$ cat src/shared/osd_pkg.sv
// shared constants and helpers for the oversampling converter ends
package osd_pkg;
    localparam int OSD_WORD_W = 32;
    localparam int OSD_CNT_W = 15;
    localparam int OSD_CLK_PERIOD_NS = 25;
    // conversion timing
    localparam int OSD_CONV_TIME_NS = 652;
    localparam int OSD_CONV_CYCLES = OSD_CONV_TIME_NS / OSD_CLK_PERIOD_NS;
    localparam int OSD_ACQ_TIME_NS = 335;
    localparam int OSD_ACQ_CYCLES = (OSD_ACQ_TIME_NS + OSD_CLK_PERIOD_NS - 1) / OSD_CLK_PERIOD_NS;
    localparam int OSD_SMPL_PERIOD_NS = 1000;
    localparam int OSD_SMPL_CYCLES = (OSD_SMPL_PERIOD_NS + OSD_CLK_PERIOD_NS - 1) / OSD_CLK_PERIOD_NS;
    localparam int OSD_FALL_WINDOW_NS = 40;
    localparam int OSD_HIGH_CYCLES = OSD_FALL_WINDOW_NS / OSD_CLK_PERIOD_NS;
    localparam int OSD_REINIT_TIME_US = 200;
    localparam int OSD_REINIT_CYCLES = OSD_REINIT_TIME_US * 1000 / OSD_CLK_PERIOD_NS;
    // reset values
    localparam logic [OSD_WORD_W-1:0] OSD_WORD_RST = 32'h0000_0000;
    localparam logic [1:0] OSD_SEL_RST = 2'h0;
    // decimation ratios by strap code
    localparam logic [OSD_CNT_W-1:0] OSD_DF_256 = 15'h0100;
    localparam logic [OSD_CNT_W-1:0] OSD_DF_1024 = 15'h0400;
    localparam logic [OSD_CNT_W-1:0] OSD_DF_4096 = 15'h1000;
    localparam logic [OSD_CNT_W-1:0] OSD_DF_16384 = 15'h4000;

    function automatic logic [OSD_CNT_W-1:0] osd_df_of(input logic [1:0] sel);
        case (sel)
            2'h0: osd_df_of = OSD_DF_256;
            2'h1: osd_df_of = OSD_DF_1024;
            2'h2: osd_df_of = OSD_DF_4096;
            default: osd_df_of = OSD_DF_16384;
        endcase
    endfunction : osd_df_of

    // lowpass weight shift per strap code
    function automatic logic [4:0] osd_shift_of(input logic [1:0] sel);
        osd_shift_of = 5'h04 + {3'h0, sel};
    endfunction : osd_shift_of
endpackage : osd_pkg

$ cat src/shared/osd_link_if.sv
// link between the converter and its host controller
`timescale 1ns/1ps
interface osd_link_if;
    logic sample_clk;
    logic align_pulse;
    logic busy;
    logic filtered_ready_flag;
    logic [31:0] out_word;

    modport dev (
        input sample_clk,
        input align_pulse,
        output busy,
        output filtered_ready_flag,
        output out_word
    );
    modport host (
        output sample_clk,
        output align_pulse,
        input busy,
        input filtered_ready_flag,
        input out_word
    );
endinterface : osd_link_if

$ cat src/core/osd_adc_dev.sv
// converter end: conversion sequencing, lowpass filter and down-sampler
`timescale 1ns/1ps
module osd_adc_dev #(
    parameter int REINIT_CYCLES = osd_pkg::OSD_REINIT_CYCLES
) (
    // clock and reset
    input wire logic clock,
    input wire logic rst,
    // link to host
    osd_link_if.dev link,
    // analog core side
    input wire logic [osd_pkg::OSD_WORD_W-1:0] core_result,
    output logic core_power,
    output logic acquiring,
    // straps and status
    input wire logic ratio_strap_high,
    input wire logic ratio_strap_low,
    output logic init_done
);
    import osd_pkg::*;

    typedef enum logic [1:0] {ST_INIT, ST_ACQ, ST_CONV} osd_dev_state_e;

    osd_dev_state_e state_q;
    logic [13:0] init_cnt_q;
    logic [5:0] conv_cnt_q;
    logic smp_s1_q, smp_s2_q, smp_s3_q;
    logic aln_s1_q, aln_s2_q, aln_s3_q;
    logic [1:0] strap_s1_q, strap_s2_q;
    logic [1:0] sel_q;
    logic [OSD_CNT_W-1:0] phase_q;
    logic [OSD_CNT_W-1:0] df_last;
    logic signed [OSD_WORD_W-1:0] filt_q;
    logic signed [OSD_WORD_W-1:0] filt_d;
    logic signed [OSD_WORD_W:0] diff;
    logic [OSD_WORD_W-1:0] out_q;
    logic ready_q;
    logic smp_rise, aln_rise, conv_done, phase_move, last_of_ratio;

    // pin synchronisers
    always_ff @(posedge clock or posedge rst) begin
        if (rst) begin
            smp_s1_q <= 1'b0;
            smp_s2_q <= 1'b0;
            smp_s3_q <= 1'b0;
            aln_s1_q <= 1'b0;
            aln_s2_q <= 1'b0;
            aln_s3_q <= 1'b0;
            strap_s1_q <= OSD_SEL_RST;
            strap_s2_q <= OSD_SEL_RST;
        end else begin
            smp_s1_q <= link.sample_clk;
            smp_s2_q <= smp_s1_q;
            smp_s3_q <= smp_s2_q;
            aln_s1_q <= link.align_pulse;
            aln_s2_q <= aln_s1_q;
            aln_s3_q <= aln_s2_q;
            strap_s1_q <= {ratio_strap_high, ratio_strap_low};
            strap_s2_q <= strap_s1_q;
        end
    end

    assign smp_rise = smp_s2_q & ~smp_s3_q;
    assign aln_rise = aln_s2_q & ~aln_s3_q;
    assign conv_done = (state_q == ST_CONV) && (conv_cnt_q == 6'(OSD_CONV_CYCLES - 1));

    // reinitialisation after power-on reset
    always_ff @(posedge clock or posedge rst) begin
        if (rst) begin
            init_cnt_q <= 14'h0000;
        end else if (state_q == ST_INIT) begin
            init_cnt_q <= init_cnt_q + 14'h0001;
        end
    end

    // strap code latched as reinitialisation ends
    always_ff @(posedge clock or posedge rst) begin
        if (rst) begin
            sel_q <= OSD_SEL_RST;
        end else if (state_q == ST_INIT) begin
            sel_q <= strap_s2_q;
        end
    end

    // conversion sequencing
    always_ff @(posedge clock or posedge rst) begin
        if (rst) begin
            state_q <= ST_INIT;
        end else begin
            case (state_q)
                ST_INIT: begin
                    if (init_cnt_q == 14'(REINIT_CYCLES - 1)) begin
                        state_q <= ST_ACQ;
                    end
                end
                ST_ACQ: begin
                    if (smp_rise) begin
                        state_q <= ST_CONV;
                    end
                end
                ST_CONV: begin
                    if (conv_done) begin
                        state_q <= ST_ACQ;
                    end
                end
                default: begin
                    state_q <= ST_INIT;
                end
            endcase
        end
    end

    // self-timed conversion length, rate independent
    always_ff @(posedge clock or posedge rst) begin
        if (rst) begin
            conv_cnt_q <= 6'h00;
        end else if (state_q != ST_CONV) begin
            conv_cnt_q <= 6'h00;
        end else if (!conv_done) begin
            conv_cnt_q <= conv_cnt_q + 6'h01;
        end
    end

    assign link.busy = (state_q == ST_CONV);
    assign core_power = (state_q == ST_CONV);
    assign acquiring = (state_q == ST_ACQ);
    assign init_done = (state_q != ST_INIT);

    // down-sampler phase
    assign df_last = osd_df_of(sel_q) - 15'h0001;
    assign last_of_ratio = (phase_q == df_last);
    assign phase_move = aln_rise && (phase_q != 15'h0000);

    always_ff @(posedge clock or posedge rst) begin
        if (rst) begin
            phase_q <= 15'h0000;
        end else if (aln_rise) begin
            phase_q <= 15'h0000;
        end else if (conv_done) begin
            phase_q <= last_of_ratio ? 15'h0000 : phase_q + 15'h0001;
        end
    end

    // lowpass filter, one word per conversion
    always_comb begin
        diff = {core_result[OSD_WORD_W-1], core_result} - {filt_q[OSD_WORD_W-1], filt_q};
        filt_d = filt_q + OSD_WORD_W'(diff >>> osd_shift_of(sel_q));
    end

    always_ff @(posedge clock or posedge rst) begin
        if (rst) begin
            filt_q <= OSD_WORD_RST;
        end else if (phase_move) begin
            filt_q <= OSD_WORD_RST;
        end else if (conv_done) begin
            filt_q <= filt_d;
        end
    end

    // decimated output word
    always_ff @(posedge clock or posedge rst) begin
        if (rst) begin
            out_q <= OSD_WORD_RST;
        end else if (conv_done && last_of_ratio && !aln_rise) begin
            out_q <= filt_d;
        end
    end

    assign link.out_word = out_q;

    // ready flag over every ratio-th conversion
    always_ff @(posedge clock or posedge rst) begin
        if (rst) begin
            ready_q <= 1'b0;
        end else if (state_q == ST_ACQ && smp_rise && last_of_ratio) begin
            ready_q <= 1'b1;
        end else if (conv_done || aln_rise) begin
            ready_q <= 1'b0;
        end
    end

    assign link.filtered_ready_flag = ready_q;
endmodule : osd_adc_dev

$ cat src/flat_wrapper.sv
// flat-port wrapper written by rule: the top's interface ports become plain ports
module osd_adc_dev_flat import osd_pkg::*;
#(
    parameter int REINIT_CYCLES = osd_pkg::OSD_REINIT_CYCLES
)
  (clock, rst, core_result, core_power, acquiring, ratio_strap_high, ratio_strap_low, init_done, link_sample_clk, link_align_pulse, link_busy, link_filtered_ready_flag, link_out_word);
  osd_link_if link_i ();
  input wire logic clock;
  input wire logic rst;
  input wire logic [osd_pkg::OSD_WORD_W-1:0] core_result;
  output logic core_power;
  output logic acquiring;
  input wire logic ratio_strap_high;
  input wire logic ratio_strap_low;
  output logic init_done;
  input wire logic [$bits(link_i.sample_clk)-1:0] link_sample_clk;
  input wire logic [$bits(link_i.align_pulse)-1:0] link_align_pulse;
  output wire logic [$bits(link_i.busy)-1:0] link_busy;
  output wire logic [$bits(link_i.filtered_ready_flag)-1:0] link_filtered_ready_flag;
  output wire logic [$bits(link_i.out_word)-1:0] link_out_word;
  assign link_i.sample_clk = link_sample_clk;
  assign link_i.align_pulse = link_align_pulse;
  assign link_busy = link_i.busy;
  assign link_filtered_ready_flag = link_i.filtered_ready_flag;
  assign link_out_word = link_i.out_word;
  osd_adc_dev #(.REINIT_CYCLES(REINIT_CYCLES)) u_core (.clock(clock), .rst(rst), .link(link_i), .core_result(core_result), .core_power(core_power), .acquiring(acquiring), .ratio_strap_high(ratio_strap_high), .ratio_strap_low(ratio_strap_low), .init_done(init_done));
endmodule
$ cat config.mk
export PLATFORM = sky130hd
export DESIGN_NAME = osd_adc_dev_flat
export DESIGN_NICKNAME = d
export VERILOG_FILES = /design/src/shared/osd_pkg.sv /design/src/shared/osd_link_if.sv /design/src/core/osd_adc_dev.sv /design/src/flat_wrapper.sv
export SDC_FILE = /design/constraint.sdc
export NUM_CORES = 1
export LEC_CHECK = 0
export BUFFER_PORTS_ARGS = -buffer_cell sky130_fd_sc_hd__buf_2
export CORE_ASPECT_RATIO = 1.25
export CORE_MARGIN = 10
export CORE_UTILIZATION = 35
export CTS_CLUSTER_DIAMETER = 120
export DETAILED_ROUTE_END_ITERATION = 8
export GPL_TIMING_DRIVEN = 0
export MAX_ROUTING_LAYER = met4
export PLACE_DENSITY_LB_ADDON = 0.05
export SLEW_MARGIN = 10
export SYNTH_ARGS = -nofsm -noshare
export SYNTH_HDL_FRONTEND = slang
export SYNTH_SLANG_ARGS = --single-unit
$ cat constraint.sdc
create_clock -name clock -period 13.45 [get_ports clock]
set_input_delay 1.345 -clock clock [delete_from_list [all_inputs] [get_ports clock]]
set_output_delay 1.345 -clock clock [all_outputs]
set_load 0.01 [all_outputs]
==> results of run 1 <==
==> how the worst max path moves through the flow <==
stage                   startpoint                                   end  slack [ns]  cells after the start
floorplan           core_result[9]         u_core.filt_q[31]$_DFFE_PP0P_        7.75                     20
global placement    core_result[1]  u_core.link.out_word[28]$_DFFE_PP0P_        6.82                     20
detailed placement  core_result[1]  u_core.link.out_word[28]$_DFFE_PP0P_        6.84                     20
CTS                 core_result[1]  u_core.link.out_word[28]$_DFFE_PP0P_        7.25                     20
global route        core_result[5]         u_core.filt_q[26]$_DFFE_PP0P_        6.89                     21
finish              core_result[1]  u_core.link.out_word[28]$_DFFE_PP0P_        7.30                     20
==> sequential cells by signal, indices dropped and copies added (netlist names) <==
name,cells
u_core.strap_s2_q,2
u_core.aln_s1_q,1
u_core.smp_s3_q,1
u_core.smp_s1_q,1
u_core.phase_q,15
u_core.smp_s2_q,1
u_core.conv_cnt_q,6
u_core.sel_q,2
u_core.filt_q,32
u_core.init_cnt_q,14
u_core.link.filtered_ready_flag,1
u_core.strap_s1_q,2
u_core.aln_s2_q,1
u_core.aln_s3_q,1
u_core.state_q,2
u_core.link.out_word,32
==> area by class of cell <==
type                            instances  area [um2]  area share (%)
Timing Repair Buffer                   75         398            3.92
Sequential cell                       114        2850            28.1
Clock inverter                         13         150            1.48
Buffer                                 39         181            1.79
Inverter                               61         234            2.31
Tap cell                              330         413            4.07
Clock buffer                           19         453            4.46
Multi-Input combinational cell        796        5460            53.8
==> metrics by stage <==
step / hold slack, ns / setup slack (ns)
floorplan: 0.331 / 7.75
global placement: 0.332 / 6.82
detailed placement: 0.335 / 6.84
CTS: 0.349 / 7.25
global route: 0.356 / 6.89
finish: 0.348 / 7.30
==> cell families (layout without fill, tap and decap cells) <==
group / Yosys count / count (layout) / share of synthesized area [%]
AOI/OAI and AO/OA: 273 / 273 / 20.2
xor gates and xnor gates: 86 / 86 / 8.63
adders and majority gates: 72 / 72 / 10.4
buffers and inverters: 100 / 207 / 4.70
DFF: 114 / 114 / 32.7
muxes: 48 / 48 / 5.98
and+or+nand+nor: 317 / 317 / 17.4
==> cells in the mapped netlist, drive strengths merged, types with 12 or more instances <==
master  instances
nand4          12
a21o           29
clkbuf         30
xnor2          45
dfrtp         114
mux2           33
o21ai          55
a21oi         102
xor2           41
nor2           69
and3           19
inv            61
nand2         117
nor3           22
mux2i          15
ha             71
nand3          31
==> power by group through the flow <==
| stage | combinational (uW) | clock [uW] | sequential [uW] |
|---|---|---|---|
| after floorplan | 141 | 0 | 359 |
| after global placement | 204 | 0 | 357 |
| after detailed placement | 203 | 0 | 358 |
| after CTS | 204 | 472 | 351 |
| after global routing | 226 | 486 | 352 |
| final | 202 | 459 | 351 |
==> routing by layer <==
layer	wire [um]	GRT usage [%]	vias up	share of wire [%]
met2	12800	28.4	122	49
met4	552	5.84	0	2.1
met3	850	2.61	29	3.3
li1	-	-	3813	-
met5	0	-	-	0
met1	11800	20.5	3537	45
==> impl_metrics.py, run 1 <==
metrics = {
    "power_and_ir_drop": {
        "clock_power_share_pct": 45.4,
        "max-vdd-ir-drop_v": 0.0000704,
        "p_per_area_nw_per_um2": 99.9,
        "p_leak_uw": 0.00490,
        "comb_power_share_pct": 20.0,
        "swShare_pct": 29.9,
        "finalPower_uw": 1010,
        "p_int_uw": 710,
        "pwr-share-seq_pct": 34.7,
        "switching_power_uw": 303,
    },
    "setup_path": {
        "critPathCaptureType": "register",
        "critPathArrivalTime_ns": 6.43,
        "timing.rr.start": "u_core.filt_q[1]$_DFFE_PP0P_",
        "cp.required_ns": 13.73,
        "path_cells": "buf_2 > ha_1 > a2111o_1 > a41o_2 > a21oi_1 > mux2_2 > nand2_1 > o211ai_1 > o21ai_0 > ha_1 > fa_1 > a21o_1 > a21o_1 > a211oi_2 > nor4_2 > nor4_4 > o31ai_1 > a41oi_1 > xor2_1 > o21ai_1",
        "max_stage_delay_ns": 0.50,
        "crit_fanout": 6,
        "reg2regPathDepth": 20,
        "cp-start-kind": "input port",
        "critPathKind": "in -> reg",
        "slowest_stage": "a2111o_1",
        "crit_family": "compound AO/OA/AOI/OAI gates",
        "r2r_slack_ns": 7.84,
        "cp_num_buf_inv": 1,
        "r2r-end": "u_core.link.out_word[28]$_DFFE_PP0P_",
    },
    "global_routing": {
        "grt_pass1_wl_mm": 41.9,
        "antenna_found_initial": 0,
        "grt-ovfl-total": 0,
        "grt_util_all_layers_pct": 17.0,
        "grt_pass1_vias": 7781,
        "grt_max_degree": 64,
    },
    "clock_tree": {
        "cts_tree": "built",
        "cts-resized-gates": 0,
        "insertion_delay_ns": 0.42,
        "clk_pin_slew_ns": 0.06,
        "htree_levels": 4,
        "postCtsSetupBuffers": 0,
        "cts_buffer_depth": 2,
        "cts-root-buf": "clkbuf_16",
        "cts_sinks": 114,
        "cts_made_buffers": 17,
        "hold_buffers": 0,
    },
    "logic_synthesis": {
        "async_reset_ff_share_pct": 100,
        "ys_top_cells_by_area": "dfrtp_1 (33%), ha_1 (10%), a21oi_1 (5.9%)",
        "synth_area_per_cell_um2": 8.64,
        "ys_seq_area_share_pct": 32.7,
        "ys_types": 81,
        "yosys_warnings": 0,
        "synth_top_area_share_pct": 32.7,
        "synth_edf_count": 0,
        "yosysTopAreaCell": "dfrtp_1",
        "synthesis.area_um2": 8730,
        "synth-seq-cells": 114,
        "synth_cells": 1010,
        "synth_ff_type": "dfrtp_1",
        "syn_nets": 1120,
    },
    "min_path": {
        "hold_class": "reg -> reg",
        "hold_path_end": "u_core.strap_s2_q[0]$_DFF_PP0_",
        "min_path_cells": 0,
        "hold_path.startpoint": "u_core.strap_s1_q[0]$_DFF_PP0_",
    },
    "timing": {
        "slew-limit-headroom_pct": 46.7,
        "fin_setup_tns_ns": 0,
        "final_hold_viol_count": 0,
        "fin_worst_skew_ns": 0.00971,
        "worstMarginPinSlew_ns": 0.800,
        "period_needed_ns": 6.15,
        "finalSetupViolations": 0,
        "period_share_pct": 45.7,
        "drv_slew": 0,
        "rsz0062_at_grt": "no",
        "fmax_mhz": 163,
    },
    "route": {
        "antenna_left": 0,
        "via_per_inst": 5.18,
        "drt_iter0_drc": 304,
        "drc": 0,
        "num_vias": 7501,
        "drt_pre_antenna_iters": 5,
        "wl_per_cell_um": 18.0,
        "wirelength_mm": 26.1,
    },
    "placed_design": {
        "dp.final_hpwl_mm": 20.9,
        "finalWeightedCongestion": 0.904,
        "dpl.cell_count": 1415,
        "place_area_um2": 9540,
        "numPortBuffers": 74,
    },
    "die": {
        "dieArea_um2": 31700,
        "ios": 75,
        "std_cell_rows": 64,
        "die_x_um": 161,
        "die_y_um": 197,
        "start_util_pct": 35.6,
        "coreArea_um2": 24500,
    },
    "cells_and_area": {
        "final_cell_mix": "nand2_1 (117), dfrtp_1 (114), a21oi_1 (102)",
        "syn_to_final_growth_pct": 16.3,
        "fin_util_pct": 41.4,
        "diodes": 0,
        "fillerInstances": 2553,
        "final_cells": 1447,
        "finalNetCount": 1214,
        "final_common_cell": "nand2_1",
        "drive_above_1_share_pct": 15.1,
        "stdcell_area_um2": 10100,
    },
    "run_status": {
        "run_status": "complete, no violations",
    },
    "flow_run": {
        "maxCapViolCount": 0,
    },
}
(Power assumes the default switching activity.)
==> run 2: changes to the inputs <==
ABC_AREA = 1   (was not set)
clock period = 6.19 ns   (was 13.45 ns; I/O delays follow)
==> run 2 against run 1 <==
Compared with the run above: register-to-register slack got worse by 6.2 ns; largest power group unchanged; setup slack got worse by 5.6 ns; count of clock-buffer cells in the layout increased by 3; sequential power increased by 110%; clock power increased by 110%; sequential share of layout area decreased by 1.1 points; utilization decreased by 0.61 points; die area increased by 4.7%; power increased by 110%; sequential cell count unchanged; combinational power increased by 91%; global-route usage increased by 1.8 points.
==> impl_metrics.py, run 2 <==
metrics = {
    "route": {
        "wl_per_cell_um": 17.3,
        "drt_pre_antenna_iters": 5,
        "num_vias": 8993,
        "via_per_inst": 5.12,
        "antenna_left": 0,
        "drt_iter0_drc": 565,
        "drc": 0,
        "wirelength_mm": 30.3,
    },
    "cells_and_area": {
        "final_common_cell": "nand2_1",
        "diodes": 0,
        "final_cell_mix": "nand2_1 (331), inv_1 (158), nand3_1 (125)",
        "final_cells": 1756,
        "syn_to_final_growth_pct": 15.1,
        "finalNetCount": 1513,
        "drive_above_1_share_pct": 10.7,
        "fin_util_pct": 40.8,
    },
    "setup_path": {
        "cp_num_buf_inv": 2,
        "path_cells": "inv_1 > ha_1 > a21oi_1 > o21ai_1 > a21oi_1 > o21ai_1 > a21oi_1 > xor2_1 > nand2_1 > nand3_1 > nand2_1 > ha_1 > a21oi_1 > inv_1 > a21oi_1 > o21ai_0 > a21oi_1 > xor2_1 > o21ai_0",
        "max_stage_delay_ns": 0.39,
        "startpoint": "u_core.filt_q[6]$_DFFE_PP0P_",
        "critPathArrivalTime_ns": 4.80,
        "critPathCaptureType": "register",
        "cp.required_ns": 6.48,
        "r2r_slack_ns": 1.69,
        "slowest_stage": "dfrtp_1",
        "path_common_cell": "a21oi_1",
        "timing.rr.start": "u_core.filt_q[6]$_DFFE_PP0P_",
        "critPathKind": "reg -> reg",
        "cp-start-kind": "register",
        "crit_family": "compound AO/OA/AOI/OAI gates",
        "crit_fanout": 6,
    },
    "logic_synthesis": {
        "synth_ff_type": "dfrtp_1",
        "synth_area_per_cell_um2": 7.02,
        "synthesis.area_um2": 9190,
        "yosys_warnings": 0,
        "yosysMostFrequentCell": "nand2_1",
        "ys_types": 58,
        "syn_nets": 1419,
        "async_reset_ff_share_pct": 100,
        "yosys-top-cells-count": "nand2_1 (331), inv_1 (159), nand3_1 (125)",
        "synth_top_area_share_pct": 31.0,
        "yosysTopAreaCell": "dfrtp_1",
        "synth_cells": 1309,
        "ys_top_cells_by_area": "dfrtp_1 (31%), nand2_1 (14%), ha_1 (9.7%)",
        "synth-seq-cells": 114,
        "ys_seq_area_share_pct": 31.0,
        "synth_edf_count": 0,
    },
    "clock_tree": {
        "clk_pin_slew_ns": 0.06,
        "cts-resized-gates": 0,
        "cts-root-buf": "clkbuf_16",
        "hold_buffers": 0,
        "insertion_delay_ns": 0.43,
        "postCtsSetupBuffers": 0,
        "cts_made_buffers": 17,
        "cts_tree": "built",
        "cts_buffer_depth": 2,
        "cts_sinks": 114,
        "htree_levels": 4,
    },
    "power_and_ir_drop": {
        "finalPower_uw": 2080,
        "max-vdd-ir-drop_v": 0.000157,
        "p_per_area_nw_per_um2": 197,
        "p_leak_uw": 0.00535,
    },
    "die": {
        "ios": 75,
        "start_util_pct": 35.4,
        "std_cell_rows": 66,
        "coreArea_um2": 25900,
        "die_x_um": 165,
        "die_y_um": 201,
        "dieArea_um2": 33200,
    },
    "timing": {
        "fmax_mhz": 222,
        "period_needed_ns": 4.50,
        "finalSetupViolations": 0,
        "drv_slew": 0,
        "final_hold_viol_count": 0,
        "worstMarginPinSlew_ns": 0.805,
        "period_share_pct": 72.8,
        "fin_setup_tns_ns": 0,
        "rsz0062_at_grt": "no",
        "fin_worst_skew_ns": 0.0149,
        "slew-limit-headroom_pct": 46.0,
    },
    "placed_design": {
        "finalWeightedCongestion": 0.935,
        "numPortBuffers": 74,
        "dpl.cell_count": 1724,
        "dp.final_hpwl_mm": 25.1,
    },
    "global_routing": {
        "grt_util_all_layers_pct": 18.8,
        "grt_pass1_vias": 8693,
        "antenna_found_initial": 0,
        "grt_pass1_wl_mm": 47.6,
        "grt-ovfl-total": 0,
        "grt_max_degree": 63,
    },
    "run_status": {
        "run_status": "complete, no violations",
    },
    "flow_run": {
        "maxCapViolCount": 0,
    },
    "min_path": {
        "hold_class": "in -> async",
    },
}
-- run 2: logic make-up (layout without fill, tap and decap cells) --
| kind of cell | Yosys count | after routing | share of synthesized area [%] |
|---|---|---|---|
| adders and majority gates | 72 | 72 | 9.88 |
| buffers and inverters | 186 | 293 | 7.94 |
| AOI/OAI and AO/OA | 240 | 240 | 14.9 |
| xor gates and xnor gates | 49 | 49 | 4.67 |
| muxes | 5 | 5 | 0.545 |
| DFF | 114 | 114 | 31.0 |
| and+or+nand+nor | 643 | 643 | 31.0 |
-- run 2: area by class of cell --
class,instances,area [um2]
Sequential cell,114,2850
Fill cell,2832,15400
Multi-Input combinational cell,1009,5610
Buffer,21,110
Tap cell,340,425
Timing Repair Buffer,75,398
Clock buffer,22,474
Inverter,165,624
Clock inverter,10,83.8
-- run 2: metal layers --
layer,vias up,wire length [um],global-route usage (%)
met1,4184,13600,23.7
met4,0,499,5.10
met5,-,0,-
met3,27,1310,2.63
met2,208,14900,30.7
li1,4574,-,-
-- run 2: worst paths after layout --
path | cells after the start | to
min in group clock | 1 | u_core.strap_s1_q[0]$_DFF_PP0_
hold / removal | 2 | u_core.init_cnt_q[5]$_DFFE_PP0P_
hold reg to reg | 0 | u_core.strap_s2_q[1]$_DFF_PP0_
setup / recovery | 19 | u_core.link.out_word[22]$_DFFE_PP0P_
max in group asynchronous | 3 | u_core.link.out_word[12]$_DFFE_PP0P_
setup reg to reg | 19 | u_core.link.out_word[22]$_DFFE_PP0P_
-- run 2: per-stage QoR --
step | setup WS [ns] | hold slack (ns) | cell area, um2
global placement | 0.800 | 0.336 | 9990
detailed placement | 1.55 | 0.336 | 10000
floorplan | 2.56 | 0.331 | 9190
finish | 1.69 | 0.277 | 10600
global route | 1.35 | 0.290 | 10600
CTS | 1.76 | 0.278 | 10600
-- run 2: worst register-to-register path, stage by stage, from the launching register on --
cell and delay, ns:
dfrtp_1 0.39, inv_1 0.15, ha_1 0.30, a21oi_1 0.21
o21ai_1 0.14, a21oi_1 0.32, o21ai_1 0.26, a21oi_1 0.22
xor2_1 0.29, nand2_1 0.12, nand3_1 0.09, nand2_1 0.07
ha_1 0.35, a21oi_1 0.21, inv_1 0.08, a21oi_1 0.22
o21ai_0 0.12, a21oi_1 0.32, xor2_1 0.38, o21ai_0 0.14
-- run 2: power by group --
part / switching (uW) / internal (uW)
clock network: 363 / 579
logic: 260 / 126
registers: 1.82 / 750
